[src/logic/tes_defines.svh]
// Register indices, field positions, reset values and timing for the envelope shaper
`ifndef TES_DEFINES_SVH
`define TES_DEFINES_SVH

`define TES_IDX_FGUARD_A 10'h014
`define TES_IDX_RGUARD_A 10'h015
`define TES_IDX_SHAPE_A 10'h020
`define TES_IDX_DRIVE_A 10'h021
`define TES_IDX_RGUARD_B 10'h054
`define TES_IDX_FGUARD_B 10'h058
`define TES_IDX_DRIVE_B 10'h104
`define TES_IDX_AMPL_B 10'h108
`define TES_IDX_SHAPE_B 10'h128
`define TES_IDX_STATUS 10'h130

`define TES_GUARD_EN_BIT 0
`define TES_GUARD_LEN_LSB 1
`define TES_GUARD_PAT_LSB 16
`define TES_SHAPE_RESID_LSB 0
`define TES_SHAPE_RGLVL_LSB 8
`define TES_SHAPE_SKIP_BIT 16
`define TES_SHAPE_SLEW_LSB 17
`define TES_SHAPE_FTAU_LSB 20
`define TES_SHAPE_RTAU_LSB 24
`define TES_DRV_TMODE_LSB 0
`define TES_DRV_MMODE_LSB 4

`define TES_GUARD_RESET 32'h0000_0000
`define TES_SHAPE_RESET 32'h0000_001f
`define TES_DRIVE_RESET 32'h0000_0017
`define TES_MODE_BOTH 3'h7
`define TES_MODE_LOW_ONLY 3'h5
`define TES_MODE_FULL_AM 3'h1
`define TES_LEVEL_MAX 5'h1f
`define TES_TAU_MAX 4'hf

`define TES_CLK_PERIOD_NS 25
`define TES_UNIT_NS 200
`define TES_UNIT_CYCLES ((`TES_UNIT_NS + `TES_CLK_PERIOD_NS - 1) / `TES_CLK_PERIOD_NS)

`endif

[src/logic/tes_pkg.sv]
// Types shared by the envelope shaper
package tes_pkg;
    typedef enum logic [1:0] {
        TES_CARRIER = 2'b00,
        TES_FALL = 2'b01,
        TES_MOD = 2'b11,
        TES_RISE = 2'b10
    } tes_state_t;

    typedef enum logic [3:0] {
        TES_R_NONE,
        TES_R_FGUARD,
        TES_R_RGUARD,
        TES_R_SHAPE,
        TES_R_DRIVE,
        TES_R_AMPL,
        TES_R_SHAPE_B,
        TES_R_STATUS
    } tes_reg_t;
endpackage

[src/logic/tes_shaper.sv]
// Transmit envelope shaping control with Wishbone register access
//
// Local design decision: register access over Wishbone.
`timescale 1ns/1ps
`include "tes_defines.svh"

module tes_shaper
    import tes_pkg::*;
(
    input wire logic core_clk,
    input wire logic rst,
    input wire logic wb_cyc_i,
    input wire logic wb_stb_i,
    input wire logic wb_we_i,
    input wire logic [11:0] wb_adr_i,
    input wire logic [3:0] wb_sel_i,
    input wire logic [31:0] wb_dat_i,
    output logic [31:0] wb_dat_o,
    output logic wb_ack_o,
    input wire logic mod_req,
    input wire logic signed [3:0] gear_fall_delta,
    input wire logic signed [3:0] gear_rise_delta,
    input wire logic signed [3:0] gear_level_delta,
    output logic [1:0] drv_phase,
    output logic drv_push_en,
    output logic drv_pull_en,
    output logic drv_pattern,
    output logic [4:0] drv_level,
    output logic [3:0] drv_fall_tau,
    output logic drv_fall_tau_en,
    output logic [3:0] drv_rise_tau,
    output logic drv_rise_shape_en,
    output logic [2:0] drv_slew
);

    localparam logic [7:0] UNIT_CYC = 8'(`TES_UNIT_CYCLES);

    // Address decode, used by both read and write paths
    function automatic tes_reg_t decode(input logic [9:0] idx);
        tes_reg_t r;
        r = TES_R_NONE;
        if (idx == `TES_IDX_FGUARD_A || idx == `TES_IDX_FGUARD_B) begin
            r = TES_R_FGUARD;
        end else if (idx == `TES_IDX_RGUARD_A || idx == `TES_IDX_RGUARD_B) begin
            r = TES_R_RGUARD;
        end else if (idx == `TES_IDX_SHAPE_A) begin
            r = TES_R_SHAPE;
        end else if (idx == `TES_IDX_SHAPE_B) begin
            r = TES_R_SHAPE_B;
        end else if (idx == `TES_IDX_DRIVE_A || idx == `TES_IDX_DRIVE_B) begin
            r = TES_R_DRIVE;
        end else if (idx == `TES_IDX_AMPL_B) begin
            r = TES_R_AMPL;
        end else if (idx == `TES_IDX_STATUS) begin
            r = TES_R_STATUS;
        end
        return r;
    endfunction

    // Byte-lane merge of a write into a stored word
    function automatic logic [31:0] merge(input logic [31:0] old, input logic [31:0] wr,
                                          input logic [3:0] sel);
        logic [31:0] m;
        m = old;
        for (int i = 0; i < 4; i++) begin
            if (sel[i]) begin
                m[i*8 +: 8] = wr[i*8 +: 8];
            end
        end
        return m;
    endfunction

    // Saturating add of a gear delta; used for both time constants and the level
    function automatic logic [4:0] gear_adj(input logic [4:0] base, input logic signed [3:0] dlt,
                                            input logic [4:0] top);
        logic signed [6:0] s;
        logic [4:0] r;
        s = $signed({2'b00, base}) + 7'(dlt);
        if (s < 0) begin
            r = 5'h00;
        end else if (s > $signed({2'b00, top})) begin
            r = top;
        end else begin
            r = s[4:0];
        end
        return r;
    endfunction

    // Register file
    logic [31:0] fguard_q, fguard_d;
    logic [31:0] rguard_q, rguard_d;
    logic [31:0] shape_q, shape_d;
    logic [31:0] drive_q, drive_d;
    logic ack_q, ack_d;
    logic [31:0] rdat_q, rdat_d;
    tes_state_t state_q, state_d;
    tes_reg_t acc_sel;
    logic acc_req;

    assign acc_req = wb_cyc_i && wb_stb_i;
    assign acc_sel = decode(wb_adr_i[11:2]);

    always_comb begin
        fguard_d = fguard_q;
        rguard_d = rguard_q;
        shape_d = shape_q;
        drive_d = drive_q;
        ack_d = acc_req && !ack_q;
        rdat_d = rdat_q;
        // Write lands at the edge where the master sees ack
        if (acc_req && ack_q && wb_we_i) begin
            case (acc_sel)
                TES_R_FGUARD: fguard_d = merge(fguard_q, wb_dat_i, wb_sel_i);
                TES_R_RGUARD: rguard_d = merge(rguard_q, wb_dat_i, wb_sel_i);
                TES_R_SHAPE: shape_d = merge(shape_q, wb_dat_i, wb_sel_i);
                TES_R_DRIVE: drive_d = merge(drive_q, wb_dat_i, wb_sel_i);
                TES_R_AMPL: shape_d[6:0] = wb_sel_i[0] ? wb_dat_i[6:0] : shape_q[6:0];
                TES_R_SHAPE_B: begin
                    shape_d = merge(shape_q, wb_dat_i, wb_sel_i);
                    shape_d[6:0] = shape_q[6:0];
                end
                default: begin
                end
            endcase
        end
        if (acc_req && !ack_q) begin
            case (acc_sel)
                TES_R_FGUARD: rdat_d = fguard_q;
                TES_R_RGUARD: rdat_d = rguard_q;
                TES_R_SHAPE: rdat_d = shape_q;
                TES_R_DRIVE: rdat_d = drive_q;
                TES_R_AMPL: rdat_d = {25'h0, shape_q[6:0]};
                TES_R_SHAPE_B: rdat_d = {shape_q[31:7], 7'h00};
                TES_R_STATUS: rdat_d = {22'h0, drv_level, drv_pattern, drv_pull_en,
                                        drv_push_en, state_q};
                default: rdat_d = 32'h0000_0000;
            endcase
        end
    end

    always_ff @(posedge core_clk or posedge rst) begin
        if (rst) begin
            fguard_q <= `TES_GUARD_RESET;
            rguard_q <= `TES_GUARD_RESET;
            shape_q <= `TES_SHAPE_RESET;
            drive_q <= `TES_DRIVE_RESET;
            ack_q <= 1'b0;
            rdat_q <= 32'h0000_0000;
        end else begin
            fguard_q <= fguard_d;
            rguard_q <= rguard_d;
            shape_q <= shape_d;
            drive_q <= drive_d;
            ack_q <= ack_d;
            rdat_q <= rdat_d;
        end
    end

    assign wb_ack_o = ack_q;
    assign wb_dat_o = rdat_q;

    // Pulse snapshot: taken only when a pulse starts, so mid-pulse writes wait
    logic fg_en_q, fg_en_d;
    logic [3:0] fg_len_q, fg_len_d;
    logic [15:0] fg_pat_q, fg_pat_d;
    logic rg_en_q, rg_en_d;
    logic [3:0] rg_len_q, rg_len_d;
    logic [15:0] rg_pat_q, rg_pat_d;
    logic [4:0] resid_q, resid_d;
    logic [4:0] rg_lvl_q, rg_lvl_d;
    logic skip_q, skip_d;
    logic [2:0] slew_q, slew_d;
    logic [3:0] ftau_q, ftau_d;
    logic [3:0] rtau_q, rtau_d;
    logic [2:0] tmode_q, tmode_d;
    logic [2:0] mmode_q, mmode_d;
    logic [7:0] cyc_q, cyc_d;
    logic [4:0] unit_q, unit_d;
    logic req_q, req_d;
    logic [4:0] resid_field;
    logic [4:0] rg_field;
    logic unit_end;
    logic [4:0] rise_units;

    // Seven-bit field, only 0..0x1f meaningful; larger codes saturate
    assign resid_field = (shape_q[`TES_SHAPE_RESID_LSB +: 7] > 7'h1f) ? `TES_LEVEL_MAX
                         : shape_q[`TES_SHAPE_RESID_LSB +: 5];
    assign rg_field = (shape_q[`TES_SHAPE_RGLVL_LSB +: 7] > 7'h1f) ? `TES_LEVEL_MAX
                      : shape_q[`TES_SHAPE_RGLVL_LSB +: 5];
    assign unit_end = (cyc_q == UNIT_CYC - 8'h01);
    // Skipped shaper ends the rise after one unit unless a rising guard is longer
    assign rise_units = skip_q ? 5'h01 : {1'b0, rtau_q} + 5'h01;

    always_comb begin
        state_d = state_q;
        fg_en_d = fg_en_q;
        fg_len_d = fg_len_q;
        fg_pat_d = fg_pat_q;
        rg_en_d = rg_en_q;
        rg_len_d = rg_len_q;
        rg_pat_d = rg_pat_q;
        resid_d = resid_q;
        rg_lvl_d = rg_lvl_q;
        skip_d = skip_q;
        slew_d = slew_q;
        ftau_d = ftau_q;
        rtau_d = rtau_q;
        tmode_d = tmode_q;
        mmode_d = mmode_q;
        req_d = mod_req;
        cyc_d = unit_end ? 8'h00 : cyc_q + 8'h01;
        unit_d = unit_end ? unit_q + 5'h01 : unit_q;
        case (state_q)
            TES_CARRIER: begin
                cyc_d = 8'h00;
                unit_d = 5'h00;
                if (mod_req && !req_q) begin
                    fg_en_d = fguard_q[`TES_GUARD_EN_BIT];
                    fg_len_d = fguard_q[`TES_GUARD_LEN_LSB +: 4];
                    fg_pat_d = fguard_q[`TES_GUARD_PAT_LSB +: 16];
                    rg_en_d = rguard_q[`TES_GUARD_EN_BIT];
                    rg_len_d = rguard_q[`TES_GUARD_LEN_LSB +: 4];
                    rg_pat_d = rguard_q[`TES_GUARD_PAT_LSB +: 16];
                    resid_d = gear_adj(resid_field, gear_level_delta, `TES_LEVEL_MAX);
                    rg_lvl_d = rg_field;
                    skip_d = shape_q[`TES_SHAPE_SKIP_BIT];
                    slew_d = shape_q[`TES_SHAPE_SLEW_LSB +: 3];
                    ftau_d = 4'(gear_adj({1'b0, shape_q[`TES_SHAPE_FTAU_LSB +: 4]},
                                         gear_fall_delta, 5'(`TES_TAU_MAX)));
                    rtau_d = 4'(gear_adj({1'b0, shape_q[`TES_SHAPE_RTAU_LSB +: 4]},
                                         gear_rise_delta, 5'(`TES_TAU_MAX)));
                    tmode_d = drive_q[`TES_DRV_TMODE_LSB +: 3];
                    mmode_d = drive_q[`TES_DRV_MMODE_LSB +: 3];
                    // Guard only when enabled, else straight into modulation
                    state_d = fguard_q[`TES_GUARD_EN_BIT] ? TES_FALL : TES_MOD;
                end
            end
            TES_FALL: begin
                if (unit_end && unit_q == {1'b0, fg_len_q}) begin
                    state_d = TES_MOD;
                end
            end
            TES_MOD: begin
                cyc_d = 8'h00;
                unit_d = 5'h00;
                if (!mod_req) begin
                    state_d = TES_RISE;
                end
            end
            TES_RISE: begin
                if (unit_end && unit_q + 5'h01 >= rise_units
                    && !(rg_en_q && unit_q < {1'b0, rg_len_q})) begin
                    state_d = TES_CARRIER;
                end
            end
            default: state_d = TES_CARRIER;
        endcase
    end

    always_ff @(posedge core_clk or posedge rst) begin
        if (rst) begin
            state_q <= TES_CARRIER;
            fg_en_q <= 1'b0;
            fg_len_q <= 4'h0;
            fg_pat_q <= 16'h0000;
            rg_en_q <= 1'b0;
            rg_len_q <= 4'h0;
            rg_pat_q <= 16'h0000;
            resid_q <= `TES_LEVEL_MAX;
            rg_lvl_q <= 5'h00;
            skip_q <= 1'b0;
            slew_q <= 3'h0;
            ftau_q <= 4'h0;
            rtau_q <= 4'h0;
            tmode_q <= `TES_MODE_BOTH;
            mmode_q <= `TES_MODE_FULL_AM;
            cyc_q <= 8'h00;
            unit_q <= 5'h00;
            req_q <= 1'b0;
        end else begin
            state_q <= state_d;
            fg_en_q <= fg_en_d;
            fg_len_q <= fg_len_d;
            fg_pat_q <= fg_pat_d;
            rg_en_q <= rg_en_d;
            rg_len_q <= rg_len_d;
            rg_pat_q <= rg_pat_d;
            resid_q <= resid_d;
            rg_lvl_q <= rg_lvl_d;
            skip_q <= skip_d;
            slew_q <= slew_d;
            ftau_q <= ftau_d;
            rtau_q <= rtau_d;
            tmode_q <= tmode_d;
            mmode_q <= mmode_d;
            cyc_q <= cyc_d;
            unit_q <= unit_d;
            req_q <= req_d;
        end
    end

    // Output stage drive, registered so the analog side never sees decode glitches
    logic [1:0] o_phase_q, o_phase_d;
    logic o_push_q, o_push_d;
    logic o_pull_q, o_pull_d;
    logic o_pat_q, o_pat_d;
    logic [4:0] o_lvl_q, o_lvl_d;
    logic [3:0] o_ftau_q, o_ftau_d;
    logic o_ftau_en_q, o_ftau_en_d;
    logic [3:0] o_rtau_q, o_rtau_d;
    logic o_rshape_q, o_rshape_d;
    logic [2:0] o_slew_q, o_slew_d;
    logic rg_active;

    assign rg_active = rg_en_q && unit_q <= {1'b0, rg_len_q};

    always_comb begin
        o_phase_d = state_q;
        o_push_d = 1'b1;
        o_pull_d = 1'b1;
        o_pat_d = 1'b0;
        o_lvl_d = `TES_LEVEL_MAX;
        o_slew_d = slew_q;
        o_rtau_d = rtau_q;
        o_rshape_d = !skip_q;
        o_ftau_d = ftau_q;
        // Low-side-only mode has no falling constant, so gear tweaks vanish there
        o_ftau_en_d = (tmode_q == `TES_MODE_BOTH) && !skip_q;
        case (state_q)
            TES_CARRIER: begin
                o_lvl_d = `TES_LEVEL_MAX;
            end
            TES_FALL: begin
                o_pat_d = fg_pat_q[unit_q[3:0]];
                o_push_d = tmode_q[1];
                o_pull_d = tmode_q[2];
                if (tmode_q == `TES_MODE_BOTH) begin
                    o_lvl_d = resid_q;
                end else begin
                    o_lvl_d = 5'h00;
                end
            end
            TES_MOD: begin
                o_push_d = mmode_q[1];
                o_pull_d = mmode_q[2];
                o_lvl_d = (mmode_q == `TES_MODE_FULL_AM) ? 5'h00 : resid_q;
            end
            TES_RISE: begin
                if (rg_active) begin
                    o_pat_d = rg_pat_q[unit_q[3:0]];
                    o_push_d = tmode_q[1];
                    o_pull_d = tmode_q[2];
                    o_lvl_d = rg_lvl_q;
                end else begin
                    o_lvl_d = resid_q;
                end
            end
            default: begin
            end
        endcase
    end

    always_ff @(posedge core_clk or posedge rst) begin
        if (rst) begin
            o_phase_q <= 2'b00;
            o_push_q <= 1'b1;
            o_pull_q <= 1'b1;
            o_pat_q <= 1'b0;
            o_lvl_q <= `TES_LEVEL_MAX;
            o_ftau_q <= 4'h0;
            o_ftau_en_q <= 1'b0;
            o_rtau_q <= 4'h0;
            o_rshape_q <= 1'b0;
            o_slew_q <= 3'h0;
        end else begin
            o_phase_q <= o_phase_d;
            o_push_q <= o_push_d;
            o_pull_q <= o_pull_d;
            o_pat_q <= o_pat_d;
            o_lvl_q <= o_lvl_d;
            o_ftau_q <= o_ftau_d;
            o_ftau_en_q <= o_ftau_en_d;
            o_rtau_q <= o_rtau_d;
            o_rshape_q <= o_rshape_d;
            o_slew_q <= o_slew_d;
        end
    end

    assign drv_phase = o_phase_q;
    assign drv_push_en = o_push_q;
    assign drv_pull_en = o_pull_q;
    assign drv_pattern = o_pat_q;
    assign drv_level = o_lvl_q;
    assign drv_fall_tau = o_ftau_q;
    assign drv_fall_tau_en = o_ftau_en_q;
    assign drv_rise_tau = o_rtau_q;
    assign drv_rise_shape_en = o_rshape_q;
    assign drv_slew = o_slew_q;

endmodule // tes_shaper

[config.mk]
export PLATFORM = sky130hd
export DESIGN_NAME = tes_shaper
export DESIGN_NICKNAME = d
export VERILOG_FILES = /design/src/logic/tes_pkg.sv /design/src/logic/tes_shaper.sv
export VERILOG_INCLUDE_DIRS = /design/src /design/src/logic
export SDC_FILE = /design/constraint.sdc
export NUM_CORES = 1
export LEC_CHECK = 0
export ABC_AREA = 1
export ABC_CLOCK_PERIOD_IN_PS = 8660
export BUFFER_PORTS_ARGS = -buffer_cell sky130_fd_sc_hd__buf_4
export CORE_ASPECT_RATIO = 1.5
export CORE_UTILIZATION = 54
export DETAILED_ROUTE_END_ITERATION = 10
export PLACE_DENSITY = 0.87
export SYNTH_ARGS = -nofsm -noshare
export SYNTH_HDL_FRONTEND = slang
export SYNTH_SLANG_ARGS = --single-unit
[constraint.sdc]
create_clock -name core_clk -period 8.66 [get_ports core_clk]
set_input_delay 0.866 -clock core_clk [delete_from_list [all_inputs] [get_ports core_clk]]
set_output_delay 0.866 -clock core_clk [all_outputs]
set_load 0.02 [all_outputs]
# == After elaboration in Yosys (flattened, before gate mapping) ==
# Index checks and enable logic that the tools add are counted.
# totals
word_cells,180
ff_bits,269
inputBits,66
output_inout_bits,56
# op_classes
n_lt_le_gt_ge,12
eq_ne,30
n_reduce_logical,42
n_mux,44
addsub,6
# op_table
op,n
$pmux W32 S7,1
$mux W5,10
$reduce_and A3 Y1,16
$eq A10 B9 Y1 const B,4
$mux W3,7
$eq A10 B5 Y1 const B,2
$eq A10 B6 Y1 const B,2
$eq A10 B7 Y1 const B,2
$pmux W5 S4,1
$eq A4 B3 Y1 const B,4
$mux W4,4
$mux W8,2
$gt A7 B5 Y1 const B,2
$mux W7,2
$pmux W7 S2,1
$add A5 B4 Y6,2
$gt A6 B5 Y1 const B,2
$lt A6 B1 Y1 const B,2
$ne A2 B2 Y1 const B,6
$logic_and A1 B1 Y1,11
$mux W2,5
$add A8 B1 Y8 const B,1
$bmux W1 S4,2
$eq A4 B2 Y1 const B,2
other kinds (27),41

# == Depth between registers and ports, before layout ==
# depth
depth_word,11
depth_mapped,15
depth_no_buf,14

# == Worst setup path before layout ==
# OpenSTA, ideal clock, no wires.
# synth_timing
path_kind,input-to-reg
startpoint,in gear_level_delta[0]
endpoint,reg resid_q[0]
n_path_buf,0
t_arrival_ns,2.157
stages,11
setup_time_ns,0.076
path_slack_ns,6.427
t_required_ns,8.584
cell_sequence,ha_1 inv_1 fa_1 o21ai_1 nand2_1 nand2_1 nand2_1 nand3_1 nand2_1 nand2_1 nand2_1
# synth_via
elab_chain_len,4
elab_cells_between_ends,5
classes_between,add/sub (1); order compare (2); mux (2)
# synth_lines
item,line_no,text
from (decl),tes_shaper.sv:23,"input wire logic signed [3:0] gear_level_delta,"
$add A6 B4 Y7 *,tes_shaper.sv:78,"s = $signed({2'b00, base}) + 7'(dlt);"
$gt A7 B6 Y1,tes_shaper.sv:81,"end else if (s > $signed({2'b00, top})) begin"
$mux W5,tes_shaper.sv:81,
$mux W5 *,tes_shaper.sv:79,if (s < 0) begin
to (signal assigned),tes_shaper.sv:269,resid_q <= `TES_LEVEL_MAX;
to (signal assigned),tes_shaper.sv:288,resid_q <= resid_d;
to (decl),tes_shaper.sv:169,"logic [4:0] resid_q, resid_d;"
# Every way passes the cells marked *; elsewhere a longest branch is shown, timed or not.
# A chain may end at the register's enable or synchronous reset.

# == Worst setup path after layout ==
# layout_timing
startpoint,reg unit_q[0]
endpoint,"reg o_lvl_q[4], in the netlist drv_level[4]"
# layout_via
elab_chain_len,4
# layout_lines
item,line_no,text
from (decl),tes_shaper.sv:178,"logic [4:0] unit_q, unit_d;"
from (signal assigned),tes_shaper.sv:297,unit_q <= unit_d;
$le A5 B4 Y1,tes_shaper.sv:315,"assign rg_active = rg_en_q && unit_q <= {1'b0, rg_len_q};"
$logic_and A1 B1 Y1,tes_shaper.sv:315,
$mux W5,tes_shaper.sv:349,if (rg_active) begin
$pmux W5 S4,tes_shaper.sv:329,case (state_q)
net o_lvl_d[4],tes_shaper.sv:307,"logic [4:0] o_lvl_q, o_lvl_d;"
to (signal assigned),tes_shaper.sv:369,o_lvl_q <= `TES_LEVEL_MAX;
to (signal assigned),tes_shaper.sv:380,o_lvl_q <= o_lvl_d;
to (decl),tes_shaper.sv:307,
# The timed path passes the listed nets, and every way through them passes these cells.

==> impl_metrics.json <==
{
  "drive_above_1_share_pct": 17.7,
  "port_buffers": 119,
  "cts_root_buf": "clkbuf_16",
  "synth_area_um2": 13200,
  "numCtsBuffers": 24,
  "crit_type": "reg2reg",
  "die_y_um": 194,
  "hold_class": "reg2reg",
  "critPathMaxFanout": 27,
  "drv_slew": 0,
  "place_hpwl_um": 22100,
  "slew_headroom_pct": 22.8,
  "start_util_pct": 55.5,
  "avgViaCountPerCell": 5.57,
  "clock.fmax_mhz": 337,
  "p_total_mw": 3.06,
  "grt_max_degree": 110,
  "cts_sinks": 269,
  "wl_per_cell_um": 16.3,
  "area_delta_synth_final_pct": 13.8,
  "r2r_cells": 9,
  "pin_count": 122,
  "reg2reg_from": "unit_q[0]$_DFFE_PP0P_",
  "cp-startpoint": "unit_q[0]$_DFFE_PP0P_",
  "critPathArrivalTime_ns": 3.41,
  "drtIter0Drc": 804,
  "grt_pass1_wl_um": 54900,
  "synth_top_area_share_pct": 46.2,
  "fin_crit_sh_pct": 34.2,
  "yosys_warnings": 0,
  "wl_um": 32900,
  "run_status": "finished, final reports clean",
  "cts_tree": "yes",
  "syn_inst": 1594,
  "drc": 0,
  "path_clk_slew_ns": 0.07,
  "rr_endpoint": "drv_level[4]$_DFF_PP1_",
  "pre_cts_ws_ns": 5.35,
  "h-tree-depth": 1,
  "max_cap_viol_count": 0,
  "fin_crit_ns": 2.96,
  "avgSynthCellArea_um2": 8.29,
  "post_cts_resized": 0,
  "postCtsHoldBufs": 0,
  "utilization_pct": 63.2,
  "hold_violations": 0,
  "rsz0062_at_grt": "no",
  "crit_required_ns": 9.10,
  "setup_viol": 0,
  "synth_nets": 1695,
  "synth_seq_cells": 269,
  "tns_ns": 0,
  "fin_ws_ns": 5.70,
  "grt_pass1_vias": 11400,
  "antenna_found_initial": 0,
  "cts_setup_buffers": 0,
  "cp-end-kind": "flip-flop",
  "nFillCells": 1947,
  "final_nets": 1786,
  "worstSkewPairLatency_ns": 0.53,
  "worst-slew-pin-transition_ns": 1.16,
  "die_w_um": 130,
  "clockBufferDepth": 3,
  "max-vdd-ir-drop_mv": 0.143,
  "place.gp.congestion": 0.853,
  "cp-start-kind": "flip-flop",
  "yosysSeqAreaShare_pct": 51.2,
  "rows": 69,
  "grt.total_usage_pct": 27.5,
  "antenna_cells": 0,
  "num_vias": 11200,
  "ant_nets": 0,
  "overflow": 0,
  "clock_skew_ns": 0.0154,
  "ys_types": 44,
  "synth_area_leader_cell": "dfrtp_1",
  "r2r_setup_slack_ns": 5.70,
  "core_area_um2": 23800,
  "synthTopCellsByArea": "dfrtp_1 (46%), nand2_1 (16%), dfstp_2 (5.0%)",
  "worstSetupEndpoint": "drv_level[4]$_DFF_PP1_",
  "die-area_um2": 25100,
  "drt_first_pass_iters": 7,
  "p_leak_nw": 7.70,
  "pwr_density_cell_nw_per_um2": 203
}
where the power goes:
group          internal [mW]  total, mW  switching (mW)
registers               1.37       1.44          0.0668
logic                  0.174      0.521           0.346
clock network          0.625       1.10           0.474
total                   2.17       3.06           0.887
per-stage QoR:
step | hold WS (ns) | area (µm²) | cells
final | 0.384 | 15000 | 2021
after floorplan | 0.354 | 13200 | 1594
after global routing | 0.389 | 15000 | 2021
after detailed placement | 0.366 | 14200 | 1978
after CTS | 0.382 | 15000 | 2021
after global placement | 0.362 | 14200 | 1978
sequential cells by signal (all words and copies together), names as in the netlist, 3 cells and up:
name	cells
o_rtau_d	4
fg_len_q	4
fg_pat_q	16
mmode_q	3
drv_rise_tau	4
rg_pat_q	16
drv_level	5
shape_q	32
rg_len_q	4
fguard_q	32
rg_lvl_q	5
unit_q	5
ftau_q	4
wb_dat_o	32
o_slew_d	3
drive_q	32
cyc_q	8
drv_fall_tau	4
drv_slew	3
tmode_q	3
rguard_q	32
resid_q	5
worst max-delay path, cell delays in order, from the launching register on:
cell     delay, ns
dfrtp_1       0.92
inv_1         0.51
ha_1          0.44
nand2_1       0.05
nor2_1        0.08
nand3_1       0.18
nand2_1       0.31
a21oi_1       0.14
o21ai_0       0.11
nand2_1       0.14
placed cells by master, fill, tap and decap left out, types with 4 or more instances in the layout:
master and n:
a21oi_1 32, buf_4 126, clkbuf_1 6, clkbuf_16 25, clkbuf_8 4, clkinv_2 4
dfrtp_1 244, dfstp_2 25, ha_1 32, inv_1 133, inv_2 5, nand2_1 576
nand2_2 25, nand2_4 7, nand3_1 109, nand3b_1 5, nand4_1 30, nor2_1 81
nor2_2 5, nor2_4 8, nor4_1 5, o211ai_1 5, o21ai_0 60, o21ai_1 52
o21ai_2 53, xnor2_1 5, xor2_1 8
worst min path at each step:
stage                            start                        end  slack [ns]  cells after the start
2_1_floorplan    ftau_q[0]$_DFFE_PP0P_  drv_fall_tau[0]$_DFF_PP0_        0.35                      0
3_3_place_gp   o_slew_d[2]$_DFFE_PP0P_      drv_slew[2]$_DFF_PP0_        0.36                      0
3_5_place_dp     ftau_q[0]$_DFFE_PP0P_  drv_fall_tau[0]$_DFF_PP0_        0.37                      0
4_1_cts          ftau_q[0]$_DFFE_PP0P_  drv_fall_tau[0]$_DFF_PP0_        0.38                      0
5_1_grt          ftau_q[0]$_DFFE_PP0P_  drv_fall_tau[0]$_DFF_PP0_        0.39                      0
6_report         ftau_q[2]$_DFFE_PP0P_  drv_fall_tau[2]$_DFF_PP0_        0.38                      0
area by class of cell:
class                   instances  area [µm²]  share of cell area [%]
clock buffers                  35         703                    4.67
clock inverters                 8        97.6                   0.648
inverters                     141         539                    3.58
multi-input cells            1123        5600                    37.2
flip-flops and latches        269        6760                    44.9
well taps                     319         399                    2.65
repair buffers                126         946                    6.29
routing by layer:
layer	GRT usage (%)	up-vias	part of all wire, %
met5	0	-	0
met3	3.56	113	6.5
met1	33.2	5404	37
li1	-	5283	-
met4	14.7	0	4.6
met2	47.3	448	52
cells in the mapped netlist, drive strengths merged:
library cell  count
clkinv            1
nor2             94
clkbuf           21
a21boi            1
a31o              1
o21ai           165
nor3b             1
xnor2             5
xor2              8
nor4              5
o22ai             3
o21a              2
dfstp            25
and2              1
a21oi            33
or2               3
nand4            31
fa                3
nor3              3
a22oi             1
a21o              1
a31oi             1
o211ai            5
inv             140
dfrtp           244
nand3b            5
ha               32
buf              40
nand2           608
nand3           111
logic make-up after synthesis:
group | share of synthesized area (%)
AO/OA/AOI/OAI | 9.94
XOR/XNOR | 0.861
adder cells (fa/ha/maj) | 3.48
buffers and inverters | 6.54
flip-flops | 51.2
AND/OR/NAND/NOR | 28.0
(Power assumes the default switching activity.)
